### src/cps_pkg.sv
package cps_pkg;
	// Management addressing
	localparam logic [4:0] CPS_DEV_SPACE = 5'h07;
	localparam logic [15:0] CPS_ADDR_RESOLVE = 16'hFFFD;
	localparam logic [15:0] CPS_ADDR_TEST = 16'hFFFE;
	localparam logic [15:0] CPS_ADDR_EXP_ACCESS = 16'hFFF7;
	localparam logic [15:0] CPS_ADDR_EXP_DATA = 16'hFFF5;
	localparam logic [15:0] CPS_ADDR_MISC_CTRL = 16'hFFF8;
	localparam logic [15:0] CPS_ADDR_RX_ERR_CNT = 16'hFFF4;
	localparam logic [15:0] CPS_ADDR_FIFO_LSB = 16'hFFF0;
	// Expansion index codes held in access bits 11:0
	localparam logic [11:0] CPS_EXP_PKT_CNT = 12'hF00;
	localparam logic [11:0] CPS_EXP_OP_MODE = 12'hF42;
	localparam logic [11:0] CPS_EXP_PATTERN = 12'hF46;
	// Field positions
	localparam int CPS_SHADOW_BIT = 15;
	localparam int CPS_NO_GIG_BIT = 14;
	localparam int CPS_NO_100_BIT = 13;
	localparam int CPS_DOWNGRADE_BIT = 12;
	localparam int CPS_CRC_MODE_BIT = 15;
	localparam int CPS_SWAP_BIT = 7;
	localparam int CPS_PKT_DIR_BIT = 11;
	localparam int CPS_FIFO_MSB_BIT = 14;
	localparam int CPS_FIFO_LSB_BIT = 0;
	// Masks of writable storage
	localparam logic [15:0] CPS_RESOLVE_RSV_MASK = 16'h00C3;
	localparam logic [15:0] CPS_SEED_RW_MASK = 16'h07FF;
	localparam logic [15:0] CPS_PATTERN_RW_MASK = 16'hC000;
	// Reset values
	localparam logic [15:0] CPS_TEST_RESET = 16'h0000;
	localparam logic [15:0] CPS_REG_RESET = 16'h0000;
	localparam logic [1:0] CPS_FIFO_RESET = 2'h0;
	// Counter saturation values
	localparam logic [15:0] CPS_PKT_SAT = 16'hFFF8;
	localparam logic [15:0] CPS_ERR_SAT = 16'hFFFF;
endpackage : cps_pkg

### src/cps_cnt_if.sv
interface cps_cnt_if;
	logic inc;
	logic clr;
	logic [15:0] value;
	modport owner (output inc, output clr, input value);
	modport counter (input inc, input clr, output value);
endinterface : cps_cnt_if

### src/cps_sat_counter.sv
module cps_sat_counter
	import cps_pkg::*;
#(
	parameter int WIDTH = 16,
	parameter logic [WIDTH-1:0] SAT = CPS_PKT_SAT
) (
	input wire logic clk, // System clock
	input wire logic reset, // Async reset, active high
	cps_cnt_if.counter cnt // Increment, clear and value
);
	logic [WIDTH-1:0] count;
	logic [WIDTH-1:0] next_count;
	wire at_sat = (count >= SAT);

	// Clear then count; an event in the clearing cycle is kept as one
	assign next_count = cnt.clr ? WIDTH'(cnt.inc) : ((cnt.inc && !at_sat) ? count + 1'b1 : count);

	// Counter storage
	always_ff @(posedge clk or posedge reset) begin
		if (reset) begin
			count <= '0;
		end else begin
			count <= next_count;
		end
	end

	assign cnt.value = 16'(count);
endmodule : cps_sat_counter

### src/cps_status_test_regs.sv
// Function
// - Address FFFD maps to resolution status when bit 15 set, else seed register.
// - Status bit 14 set stops gigabit half and full duplex advertisement.
// - Status bit 13 set stops 100BASE-TX half and full duplex advertisement.
// - Bit 12 latches a speed downgrade until the register is read.
// - Bits 11 to 8 latch the resolved mode until the next read.
// - Bits 5 to 2 latch resolved mode without link; clear on read.
// - Bits 12 to 8 and 5 to 2 clear when negotiation is disabled or restarted.
// - Test bit 15 turns error counter into CRC counter, counting later errors.
// - Forced 100BASE-TX with bit 7 set transmits pair 1, receives pair 0.
// - Pair swap bit ignored while auto-negotiation is enabled.
// - Access index F00 routes the data register to the packet counter.
// - Index F42 and F46 select mode status and pattern status entries.
// - Packet counter is 16 bits, clears on read, saturates at FFF8.
// - Misc control bit 11 chooses receive or transmit packet counting.
// - Serial link bit needs copper link too in SGMII or converter mode.
// - Serial speed 10 gigabit, 01 hundred; bit 12 full duplex.
// - Copper link bit 11, speed bits 10:9, duplex bit 8.
// - Bit 7 energy detect, bit 6 filtered signal detect, bit 5 sync.
// - Two-bit FIFO elasticity: MSB in pattern bit 14, LSB elsewhere bit 0.
// - All registers reachable through clause 45 access in this device space.
module cps_status_test_regs
	import cps_pkg::*;
(
	input wire logic clk, // 100 MHz management clock
	input wire logic reset, // Async reset, active high
	input wire logic [4:0] mgmt_dev, // Device space id of the access
	input wire logic [15:0] mgmt_addr, // Register address
	input wire logic mgmt_wr, // Write strobe, one cycle
	input wire logic mgmt_rd, // Read strobe, one cycle
	input wire logic [15:0] mgmt_wdata, // Write data
	output logic [15:0] mgmt_rdata, // Read data, held until next read
	output logic mgmt_rvalid, // Read data valid pulse
	input wire logic an_enable, // Control register bit 12
	input wire logic an_restart, // Control register bit 9 pulse
	input wire logic forced_100tx, // Forced 100BASE-TX operation
	input wire logic no_gig_adv, // Downgrade logic withdraws gigabit
	input wire logic no_100_adv, // Downgrade logic withdraws 100TX
	input wire logic downgrade_evt, // Speed downgrade pulse
	input wire logic [3:0] resolve_evt, // Resolved gig FD, gig HD, 100 FD, 100 HD
	input wire logic [3:0] nolink_evt, // Same modes resolved, link never up
	input wire logic [3:0] seed_flags, // Seed register status bits 14:11
	input wire logic rx_err_evt, // Receiver error pulse
	input wire logic crc_err_evt, // CRC error pulse
	input wire logic rx_pkt_evt, // Received packet pulse
	input wire logic tx_pkt_evt, // Transmitted packet pulse
	input wire logic serial_link_raw, // Serial side link good
	input wire logic fiber_mode, // Fiber mode, no copper dependency
	input wire logic [1:0] serial_speed, // Serial speed code
	input wire logic serial_duplex, // Serial full duplex
	input wire logic copper_link, // Copper link up
	input wire logic [1:0] copper_speed, // Copper speed code
	input wire logic copper_duplex, // Copper full duplex
	input wire logic copper_energy, // Copper energy detected
	input wire logic fiber_sd_pin, // Filtered signal detect pin, async
	input wire logic serial_sync, // Serial PCS sync valid
	input wire logic [4:0] op_mode, // Operating mode code
	output logic adv_gig_en, // Gigabit abilities may be advertised
	output logic adv_100_en, // 100TX abilities may be advertised
	output logic line_pair_swap, // Transmit on pair 1, receive on pair 0
	output logic crc_count_mode, // Error counter counts CRC errors
	output logic [1:0] fifo_elasticity // Transmit FIFO elasticity code
);
	logic shadow_sel;
	logic [15:0] resolve_rsv;
	logic [12:0] resolve_lat;
	logic [12:0] next_resolve_lat;
	logic [15:0] seed_reg;
	logic [15:0] test_reg;
	logic [15:0] exp_access;
	logic [15:0] misc_ctrl;
	logic [15:0] fifo_lsb_reg;
	logic [15:0] pattern_reg;
	logic sd_meta;
	logic sd_sync;
	logic [15:0] next_rdata;

	cps_cnt_if pkt_cnt();
	cps_cnt_if err_cnt();

	// Access decode, only this device space answers
	wire dev_hit = (mgmt_dev == CPS_DEV_SPACE);
	wire wr_hit = mgmt_wr && dev_hit;
	wire rd_hit = mgmt_rd && dev_hit;
	wire sel_resolve = (mgmt_addr == CPS_ADDR_RESOLVE);
	wire sel_test = (mgmt_addr == CPS_ADDR_TEST);
	wire sel_access = (mgmt_addr == CPS_ADDR_EXP_ACCESS);
	wire sel_data = (mgmt_addr == CPS_ADDR_EXP_DATA);
	wire sel_misc = (mgmt_addr == CPS_ADDR_MISC_CTRL);
	wire sel_err = (mgmt_addr == CPS_ADDR_RX_ERR_CNT);
	wire sel_lsb = (mgmt_addr == CPS_ADDR_FIFO_LSB);
	wire [11:0] exp_index = exp_access[11:0];
	wire exp_pkt = (exp_index == CPS_EXP_PKT_CNT);
	wire exp_mode = (exp_index == CPS_EXP_OP_MODE);
	wire exp_pat = (exp_index == CPS_EXP_PATTERN);

	// Shared address: bit 15 of the write picks the shadow target
	wire wr_resolve = wr_hit && sel_resolve && mgmt_wdata[CPS_SHADOW_BIT];
	wire wr_seed = wr_hit && sel_resolve && !mgmt_wdata[CPS_SHADOW_BIT];
	wire rd_resolve = rd_hit && sel_resolve && shadow_sel;

	// Resolution status latches
	wire an_clear = !an_enable || an_restart;
	wire [12:0] resolve_set = {downgrade_evt, resolve_evt, 2'b00, nolink_evt, 2'b00};
	always_comb begin
		next_resolve_lat = rd_resolve ? 13'h0000 : resolve_lat;
		next_resolve_lat = next_resolve_lat | resolve_set;
		if (an_clear) begin
			next_resolve_lat = 13'h0000;
		end
	end

	// Serial link needs copper link unless in fiber mode
	wire serial_link_up = serial_link_raw && (fiber_mode || copper_link);
	wire [15:0] op_mode_word = {serial_link_up, serial_speed, serial_duplex,
		copper_link, copper_speed, copper_duplex,
		copper_energy, sd_sync, serial_sync, op_mode};
	wire [15:0] pattern_word = pattern_reg & CPS_PATTERN_RW_MASK;
	wire [15:0] resolve_word = {1'b1, no_gig_adv, no_100_adv, resolve_lat[12:8],
		resolve_rsv[7:6], resolve_lat[5:2], resolve_rsv[1:0]};
	wire [15:0] seed_word = {1'b0, seed_flags, seed_reg[10:0]};
	wire [15:0] exp_word = exp_pkt ? pkt_cnt.value : (exp_mode ? op_mode_word : (exp_pat ? pattern_word : 16'h0000));

	// Read selection, unmapped addresses read as zero
	always_comb begin
		next_rdata = 16'h0000;
		if (sel_resolve) begin
			next_rdata = shadow_sel ? resolve_word : seed_word;
		end else if (sel_test) begin
			next_rdata = test_reg;
		end else if (sel_access) begin
			next_rdata = exp_access;
		end else if (sel_data) begin
			next_rdata = exp_word;
		end else if (sel_misc) begin
			next_rdata = misc_ctrl;
		end else if (sel_err) begin
			next_rdata = err_cnt.value;
		end else if (sel_lsb) begin
			next_rdata = fifo_lsb_reg;
		end
	end

	// Packet counter direction chosen by misc control bit 11
	assign pkt_cnt.inc = misc_ctrl[CPS_PKT_DIR_BIT] ? tx_pkt_evt : rx_pkt_evt;
	assign pkt_cnt.clr = rd_hit && sel_data && exp_pkt;

	// Error counter source; restart count when CRC mode is switched on
	wire crc_mode_rise = wr_hit && sel_test && mgmt_wdata[CPS_CRC_MODE_BIT] && !test_reg[CPS_CRC_MODE_BIT];
	assign err_cnt.inc = test_reg[CPS_CRC_MODE_BIT] ? crc_err_evt : rx_err_evt;
	assign err_cnt.clr = (rd_hit && sel_err) || crc_mode_rise;

	cps_sat_counter #(.WIDTH(16), .SAT(CPS_PKT_SAT)) u_pkt_counter (
		.clk(clk),
		.reset(reset),
		.cnt(pkt_cnt)
	);

	cps_sat_counter #(.WIDTH(16), .SAT(CPS_ERR_SAT)) u_err_counter (
		.clk(clk),
		.reset(reset),
		.cnt(err_cnt)
	);

	// Swap applies only in forced 100BASE-TX with negotiation off
	wire next_swap = test_reg[CPS_SWAP_BIT] && forced_100tx && !an_enable;

	// Signal detect pin synchroniser
	always_ff @(posedge clk or posedge reset) begin
		if (reset) begin
			sd_meta <= 1'b0;
			sd_sync <= 1'b0;
		end else begin
			sd_meta <= fiber_sd_pin;
			sd_sync <= sd_meta;
		end
	end

	// Resolution status and seed storage
	always_ff @(posedge clk or posedge reset) begin
		if (reset) begin
			shadow_sel <= 1'b0;
			resolve_rsv <= CPS_REG_RESET;
			seed_reg <= CPS_REG_RESET;
			resolve_lat <= 13'h0000;
		end else begin
			resolve_lat <= next_resolve_lat;
			if (wr_hit && sel_resolve) begin
				shadow_sel <= mgmt_wdata[CPS_SHADOW_BIT];
			end
			if (wr_resolve) begin
				resolve_rsv <= mgmt_wdata & CPS_RESOLVE_RSV_MASK;
			end
			if (wr_seed) begin
				seed_reg <= mgmt_wdata & CPS_SEED_RW_MASK;
			end
		end
	end

	// Test, expansion access, misc control and FIFO setting storage
	always_ff @(posedge clk or posedge reset) begin
		if (reset) begin
			test_reg <= CPS_TEST_RESET;
			exp_access <= CPS_REG_RESET;
			misc_ctrl <= CPS_REG_RESET;
			fifo_lsb_reg <= CPS_REG_RESET;
			pattern_reg <= CPS_REG_RESET;
		end else if (wr_hit) begin
			if (sel_test) begin
				test_reg <= mgmt_wdata;
			end
			if (sel_access) begin
				exp_access <= mgmt_wdata;
			end
			if (sel_misc) begin
				misc_ctrl <= mgmt_wdata;
			end
			if (sel_lsb) begin
				fifo_lsb_reg <= mgmt_wdata;
			end
			if (sel_data && exp_pat) begin
				pattern_reg <= mgmt_wdata & CPS_PATTERN_RW_MASK;
			end
		end
	end

	// Registered outputs
	always_ff @(posedge clk or posedge reset) begin
		if (reset) begin
			mgmt_rdata <= 16'h0000;
			mgmt_rvalid <= 1'b0;
			adv_gig_en <= 1'b1;
			adv_100_en <= 1'b1;
			line_pair_swap <= 1'b0;
			crc_count_mode <= 1'b0;
			fifo_elasticity <= CPS_FIFO_RESET;
		end else begin
			mgmt_rvalid <= rd_hit;
			if (rd_hit) begin
				mgmt_rdata <= next_rdata;
			end
			adv_gig_en <= !no_gig_adv;
			adv_100_en <= !no_100_adv;
			line_pair_swap <= next_swap;
			crc_count_mode <= test_reg[CPS_CRC_MODE_BIT];
			fifo_elasticity <= {pattern_reg[CPS_FIFO_MSB_BIT], fifo_lsb_reg[CPS_FIFO_LSB_BIT]};
		end
	end
endmodule : cps_status_test_regs

### config.mk
export PLATFORM = sky130hd
export DESIGN_NAME = cps_status_test_regs
export DESIGN_NICKNAME = d
export VERILOG_FILES = /design/src/cps_pkg.sv /design/src/cps_cnt_if.sv /design/src/cps_sat_counter.sv /design/src/cps_status_test_regs.sv
export SDC_FILE = /design/constraint.sdc
export NUM_CORES = 1
export LEC_CHECK = 0
export BUFFER_PORTS_ARGS = -buffer_cell sky130_fd_sc_hd__buf_2
export CAP_MARGIN = 25
export CORE_AREA = 5 5 138 140
export DETAILED_ROUTE_END_ITERATION = 8
export DIE_AREA = 0 0 143 145
export PLACE_DENSITY = 0.67
export RECOVER_POWER = 50
export SYNTH_ARGS = -nofsm -noshare
export SYNTH_HDL_FRONTEND = slang
export SYNTH_SLANG_ARGS = --single-unit
### constraint.sdc
create_clock -name clk -period 5.9 [get_ports clk]
set_input_delay 1.18 -clock clk [delete_from_list [all_inputs] [get_ports clk]]
set_output_delay 1.18 -clock clk [all_outputs]
set_load 0.01 [all_outputs]
==> results of run 1 <==
## layout make-up
class / instances / share of cell area, %
clock buffers: 19 / 5.04
inverters: 11 / 0.474
multi-input cells: 507 / 42.5
repair buffers: 108 / 6.06
clock inverters: 13 / 1.52
flip-flops and latches: 148 / 41.3
well taps: 229 / 3.19
## through the flow
stage,cells,cell area [um2],power [W]
global route,1035,8980,0.00271
floorplan,704,7740,0.00138
finish,1035,8980,0.00259
detailed placement,1003,8430,0.00153
CTS,1035,9020,0.00261
global placement,1002,8400,0.00152
## how the worst max path moves through the flow
| stage | start | to | slack [ns] | depth (start not counted) |
|---|---|---|---|---|
| after floorplan | reset | crc_count_mode | 0.74 | 1 |
| after CTS | mgmt_addr[2] | seed_reg[1] | 2.43 | 6 |
| final | reset | seed_reg[10] | 2.20 | 3 |
| after global placement | mgmt_addr[2] | seed_reg[4] | 2.06 | 6 |
| after global routing | reset | exp_access[0] | 1.50 | 3 |
| after detailed placement | mgmt_addr[2] | seed_reg[8] | 2.02 | 6 |
## layout by cell type, fill, tap and decap left out, types with 4 or more instances in the layout
master | synthesis | layout
a221oi_1 | 15 | 15
mux2i_1 | 20 | 20
clkbuf_16 | 0 | 17
xnor2_1 | 19 | 19
nand4_1 | 10 | 10
nand3_1 | 13 | 13
a31o_2 | 10 | 10
nand2_1 | 18 | 18
inv_1 | 10 | 9
or2_2 | 14 | 14
a211oi_1 | 5 | 5
mux2_2 | 77 | 77
and2_1 | 5 | 5
nor2_1 | 93 | 93
buf_2 | 18 | 98
o21ai_0 | 24 | 24
dfrtp_1 | 146 | 146
buf_4 | 2 | 4
a31o_1 | 5 | 5
nor3_1 | 25 | 25
xor2_1 | 8 | 8
nor3b_1 | 6 | 6
o2bb2ai_1 | 14 | 14
nand4b_1 | 5 | 5
a21oi_1 | 28 | 28
mux2_4 | 10 | 10
inv_6 | 0 | 6
mux2_1 | 10 | 10
a22oi_1 | 14 | 14
nor4_1 | 7 | 7
clkbuf_1 | 14 | 5
## worst max-delay path, cell delays in order
cell and delay (ns):
buf_2 0.10, clkinvlp_2 0.86, clkbuf_2 1.59
## layer usage
metal	global-route usage [%]	vias up	part of all wire [%]
met5	0	-	0
met3	3.98	20	4.6
met1	30.2	2893	48
li1	-	2777	-
met4	6.27	0	2.1
met2	30.4	145	46
## kinds of logic (layout without fill, tap and decap cells)
| group | count (synthesis) | in the layout | synth area share (%) |
|---|---|---|---|
| buf+inv | 49 | 151 | 2.86 |
| fa+ha+maj | 3 | 3 | 0.485 |
| flops | 148 | 148 | 47.9 |
| compound gates | 127 | 127 | 11.5 |
| simple gates | 233 | 233 | 17.0 |
| xor+xnor | 27 | 27 | 3.05 |
| mux | 117 | 117 | 17.2 |
## power groups by stage
stage	logic [W]	registers, W	clock network (W)
after global placement	0.000335	0.00119	0
after detailed placement	0.000343	0.00119	0
after floorplan	0.000209	0.00117	0
after global routing	0.000377	0.00118	0.00115
final	0.000338	0.00117	0.00108
after CTS	0.000344	0.00117	0.00110
==> reports/results.ini, run 1 <==
[synthesis]
synth_top_area_share_pct=47.2
synthFlopType=dfrtp_1
synth_top_area_cell=dfrtp_1
synth_cells=704
synth_cell_type_count=64
synth_async_sr_flop_share_pct=100
yosys_register_bits=148
synth_edf_count=0
synth_fp_nets=787
yosysWarnings=0
yosys-top-cells-area=dfrtp_1, mux2_2, nor2_1
seq_area_frac_synth_pct=47.9
avgSynthCellArea_um2=11.0
synth.most_common_cell=dfrtp_1
synth_area_um2=7740
synth_common_cells=dfrtp_1, nor2_1, mux2_2

[timing]
slew_headroom_pct=-35.8
setup_tns_ns=0
hold_ws_ns=0.352
skew_ns=0.0104
layout_setup_ws_ns=2.20
worstMarginPinSlew_ns=2.04
slew_violations=153
max_freq_mhz=270
setup_viol=0
rsz0062_at_grt=no
period_needed_ns=3.70
timing_hold_violations_final=0
fin_crit_sh_pct=62.7

[route]
drt_iter0_drc=555
first_pass_iters=5
routed_via_density=5.64
vias=5835
post-route-drc-count=0
antenna_left=0
wl_um=20600
wl_per_cell_um=19.9

[floorplanning]
row_count=49
core-area_um2=17700
pin_count=103
fp.dieW_um=143
start_util_pct=43.7
dieArea_um2=20700
die_h_um=145

[pwr]
combPwrFrac_pct=13.0
internal_power_w=0.00185
p_seq_share_pct=45.2
irDropWorstVdd_v=0.000201
power_leakage_nw=4.20
p_sw_w=0.000740
power_density_nw_per_um2=289
p_clk_share_pct=41.8
p_sw_share_pct=28.5

[place]
dp_hpwl_um=15000
io_buffers=102
dp_slack_ns=2.02
routabilityCongestion=0.820

[hold_path]
min_path_type=reg2reg
hold_depth=0
hold_start=sd_meta
min_to=sd_sync

[critical_path]
reg2reg_slack_ns=3.60
reg2reg_depth=5
cp-end-kind=asynchronous set/reset pin
worst_ep_required_time_ns=6.03
r2r-start=exp_access[3]
path_max_fanout=81
worstSetupStartpointType=input pin
critical_path_class=in2async
r2r_end=mgmt_rdata[12]
arrival_ns=3.83

[grt]
grt_pass1_wl_um=33300
grt.total_usage_pct=20.4
grt_pass1_vias=5970
grt_max_degree=82
grt_overflow=0
antenna_found_initial=0

[clock_tree]
htree_levels=4
insertion_delay_ns=0.43
postCtsHoldBufs=0
ctsResizeCount=0
cts.path.max_buffers=2
cts_root_buf=clkbuf_16
cts.sink_count=148
cts_buffers=17
cts_setup_buffers=0
clk_pin_slew_ns=0.07
cts_tree=yes

[layout]
drive_gt1_share_pct=32.9
post-route-util_pct=50.7
final.fill_count=1622
antenna_cells=0
finalNetCount=876
register_area_um2=3710
multi_input_area_um2=3810
syn_to_final_growth_pct=16.0

[job]
drv_cap=3

[outcome]
failed_checks=capacitance limit, slew limit
status=finished, violations left

Power figures use the tool's default switching activity.
==> inputs of run 2 (changes only) <==
ABC_AREA = 1   (was default)
CORE_AREA = 5 5 137 139   (was 5 5 138 140)
DIE_AREA = 0 0 142 144   (was 0 0 143 145)
clock period = 3.7 ns   (was 5.9 ns; I/O delays follow)
==> run 2 against run 1 <==
- the flow now finishes without violations
- utilization rose by 0.21 points
- die area is 1.4% lower
- final area fell by 0.63%
- clock power increased by 56%
- via count rose by 20%
- global-route usage grew 1.6 points
- clock skew down 0.00096 ns
- routed wire length increased by 7.0%
- worst setup slack worse by 0.92 ns
- clock-buffer cell count decreased by 2
- critical endpoint is now mgmt_rdata[9]
- highest routed layer unchanged
==> reports/results.ini, run 2 <==
[outcome]
status=finished clean

[timing]
setup_viol=0
layout_setup_ws_ns=1.28
hold_ws_ns=0.366
slew_violations=0
timing_hold_violations_final=0
period_needed_ns=2.42
rsz0062_at_grt=no
max_freq_mhz=413
slew_headroom_pct=6.86
worstMarginPinSlew_ns=1.39
skew_ns=0.00948
setup_tns_ns=0
fin_crit_sh_pct=65.5

[synthesis]
yosysWarnings=0
synth_top_area_share_pct=47.9
synth_mux_area_share_pct=0
synth_top_family_by_area=simple AND/OR/NAND/NOR gates
synth_xor_area_share_pct=1.84
avgSynthCellArea_um2=7.81
synth_async_sr_flop_share_pct=100
synth_common_cells=nand2_1, dfrtp_1, nand3_1
synth_compound_area_share_pct=10.7
synth.most_common_cell=nand2_1
synth_adder_area_share_pct=0.492
synthFlopType=dfrtp_1
synth_top_area_cell=dfrtp_1
synth_cells=978
synth_fp_nets=1061
yosys.area_share.simple_pct=32.2
synth_edf_count=0
synth_area_um2=7630
synth_cell_type_count=40
seq_area_frac_synth_pct=48.5
yosys_register_bits=148
yosys-top-cells-area=dfrtp_1, nand2_1, nand3_1

[critical_path]
arrival_ns=2.76
critical_path_class=in2async
cp-end-kind=asynchronous set/reset pin
crit_buf_inv=3
slowest_delay_ns=1.09
worst_ep_required_time_ns=4.04
critPathSlowestCell=clkbuf_2
critPathTopFamily=buffers and inverters
path_max_fanout=52
worstSetupStartpointType=input pin
path_cells=buf_2 -> clkinvlp_2 -> clkbuf_2

[pwr]
power_leakage_nw=4.24
p_clk_share_pct=43.4
power_density_nw_per_um2=435
irDropWorstVdd_v=0.000351
internal_power_w=0.00280
p_sw_share_pct=28.0
p_sw_w=0.00109
combPwrFrac_pct=9.4
p_seq_share_pct=47.2

[grt]
grt.total_usage_pct=22.0
grt_overflow=0
grt_max_degree=53
grt_pass1_wl_um=34800
grt_pass1_vias=6552
antenna_found_initial=0

[clock_tree]
cts_setup_buffers=0
insertion_delay_ns=0.43
cts.sink_count=148
postCtsHoldBufs=0
htree_levels=4
cts.path.max_buffers=2
ctsResizeCount=0
cts_root_buf=clkbuf_16
cts_buffers=17
cts_tree=yes
clk_pin_slew_ns=0.06

[layout]
finalNetCount=1159
mostFrequentLayoutCells=nand2_1, dfrtp_1, buf_2
syn_to_final_growth_pct=16.9
drive_gt1_share_pct=17.4
stdcell_area_um2=8930
layout_commonest_cell=nand2_1
antenna_cells=0

[place]
routabilityCongestion=0.910
dp_hpwl_um=15900
dpl_cell_area_um2=8380
dp_slack_ns=0.958
io_buffers=102

[route]
post-route-drc-count=0
antenna_left=0
drt_iter0_drc=655
wl_per_cell_um=16.7
first_pass_iters=5
wl_um=22000
vias=6996
routed_via_density=5.31

[floorplanning]
fp.dieW_um=142
pin_count=103
die_h_um=144
dieArea_um2=20400
core-area_um2=17500
start_util_pct=43.5
row_count=49

[hold_path]
min_path_type=reg2reg

[job]
drv_cap=0

run 2: changes by cell type in the layout (fill, tap and decap cells not counted), moves of 22 or more:
| cell | delta |
|---|---|
| mux2_2 | -77 |
| o21ai_0 | +52 |
| nand3_1 | +84 |
| o21ai_1 | +22 |
| nand4_1 | +34 |
| inv_1 | +60 |
| nand2_1 | +242 |
run 2: kinds of logic after synthesis:
family,count (synthesis)
xor+xnor,16
buf+inv,115
fa+ha+maj,3
compound gates,152
simple gates,544
flops,148
run 2: through the flow:
| step | power, W | std cells | util, % |
|---|---|---|---|
| final | 0.00389 | 1318 | 50.9 |
| after global routing | 0.00404 | 1318 | 50.9 |
| after CTS | 0.00391 | 1318 | 51.1 |
| after detailed placement | 0.00223 | 1286 | 47.8 |
| after global placement | 0.00222 | 1286 | 47.8 |
| after floorplan | 0.00208 | 978 | - |
run 2: worst paths after layout:
path / slack, ns / depth (start not counted) / from / to
max in group clk: 1.36 / 8 / mgmt_addr[1] / misc_ctrl[10]
min in group asynchronous: 0.62 / 2 / reset / u_err_counter.cnt.value[0]
worst max-delay path: 1.28 / 3 / reset / mgmt_rdata[9]
worst min-delay path: 0.37 / 0 / sd_meta / sd_sync
worst min register to register: 0.37 / 0 / sd_meta / sd_sync
worst max register to register: 1.44 / 9 / exp_access[4] / mgmt_rdata[2]
run 2: layout make-up:
cell class | instances | area [um2]
clock buffers | 17 | 425
clock inverters | 15 | 146
fillers | 1766 | 8610
inverters | 76 | 287
multi-input cells | 715 | 3460
flip-flops and latches | 148 | 3710
well taps | 229 | 287
repair buffers | 118 | 618
run 2: power groups by stage:
stage	clock network (W)	registers [W]	logic, W
2_1_floorplan	0	0.00183	0.000253
3_3_place_gp	0	0.00186	0.000358
3_5_place_dp	0	0.00186	0.000371
4_1_cts	0.00171	0.00183	0.000371
5_1_grt	0.00177	0.00185	0.000421
6_report	0.00169	0.00184	0.000364
run 2: per-layer routing:
layer  vias up  GRT usage [%]  share of wire (%)  routed length, um
li1       3451              -                  -                  -
met1      3285           31.0                 46              10100
met5         -              0                  0                  0
met2       233           34.1                 46              10100
met3        27           4.46                6.2               1360
met4         0           7.63                2.1                459
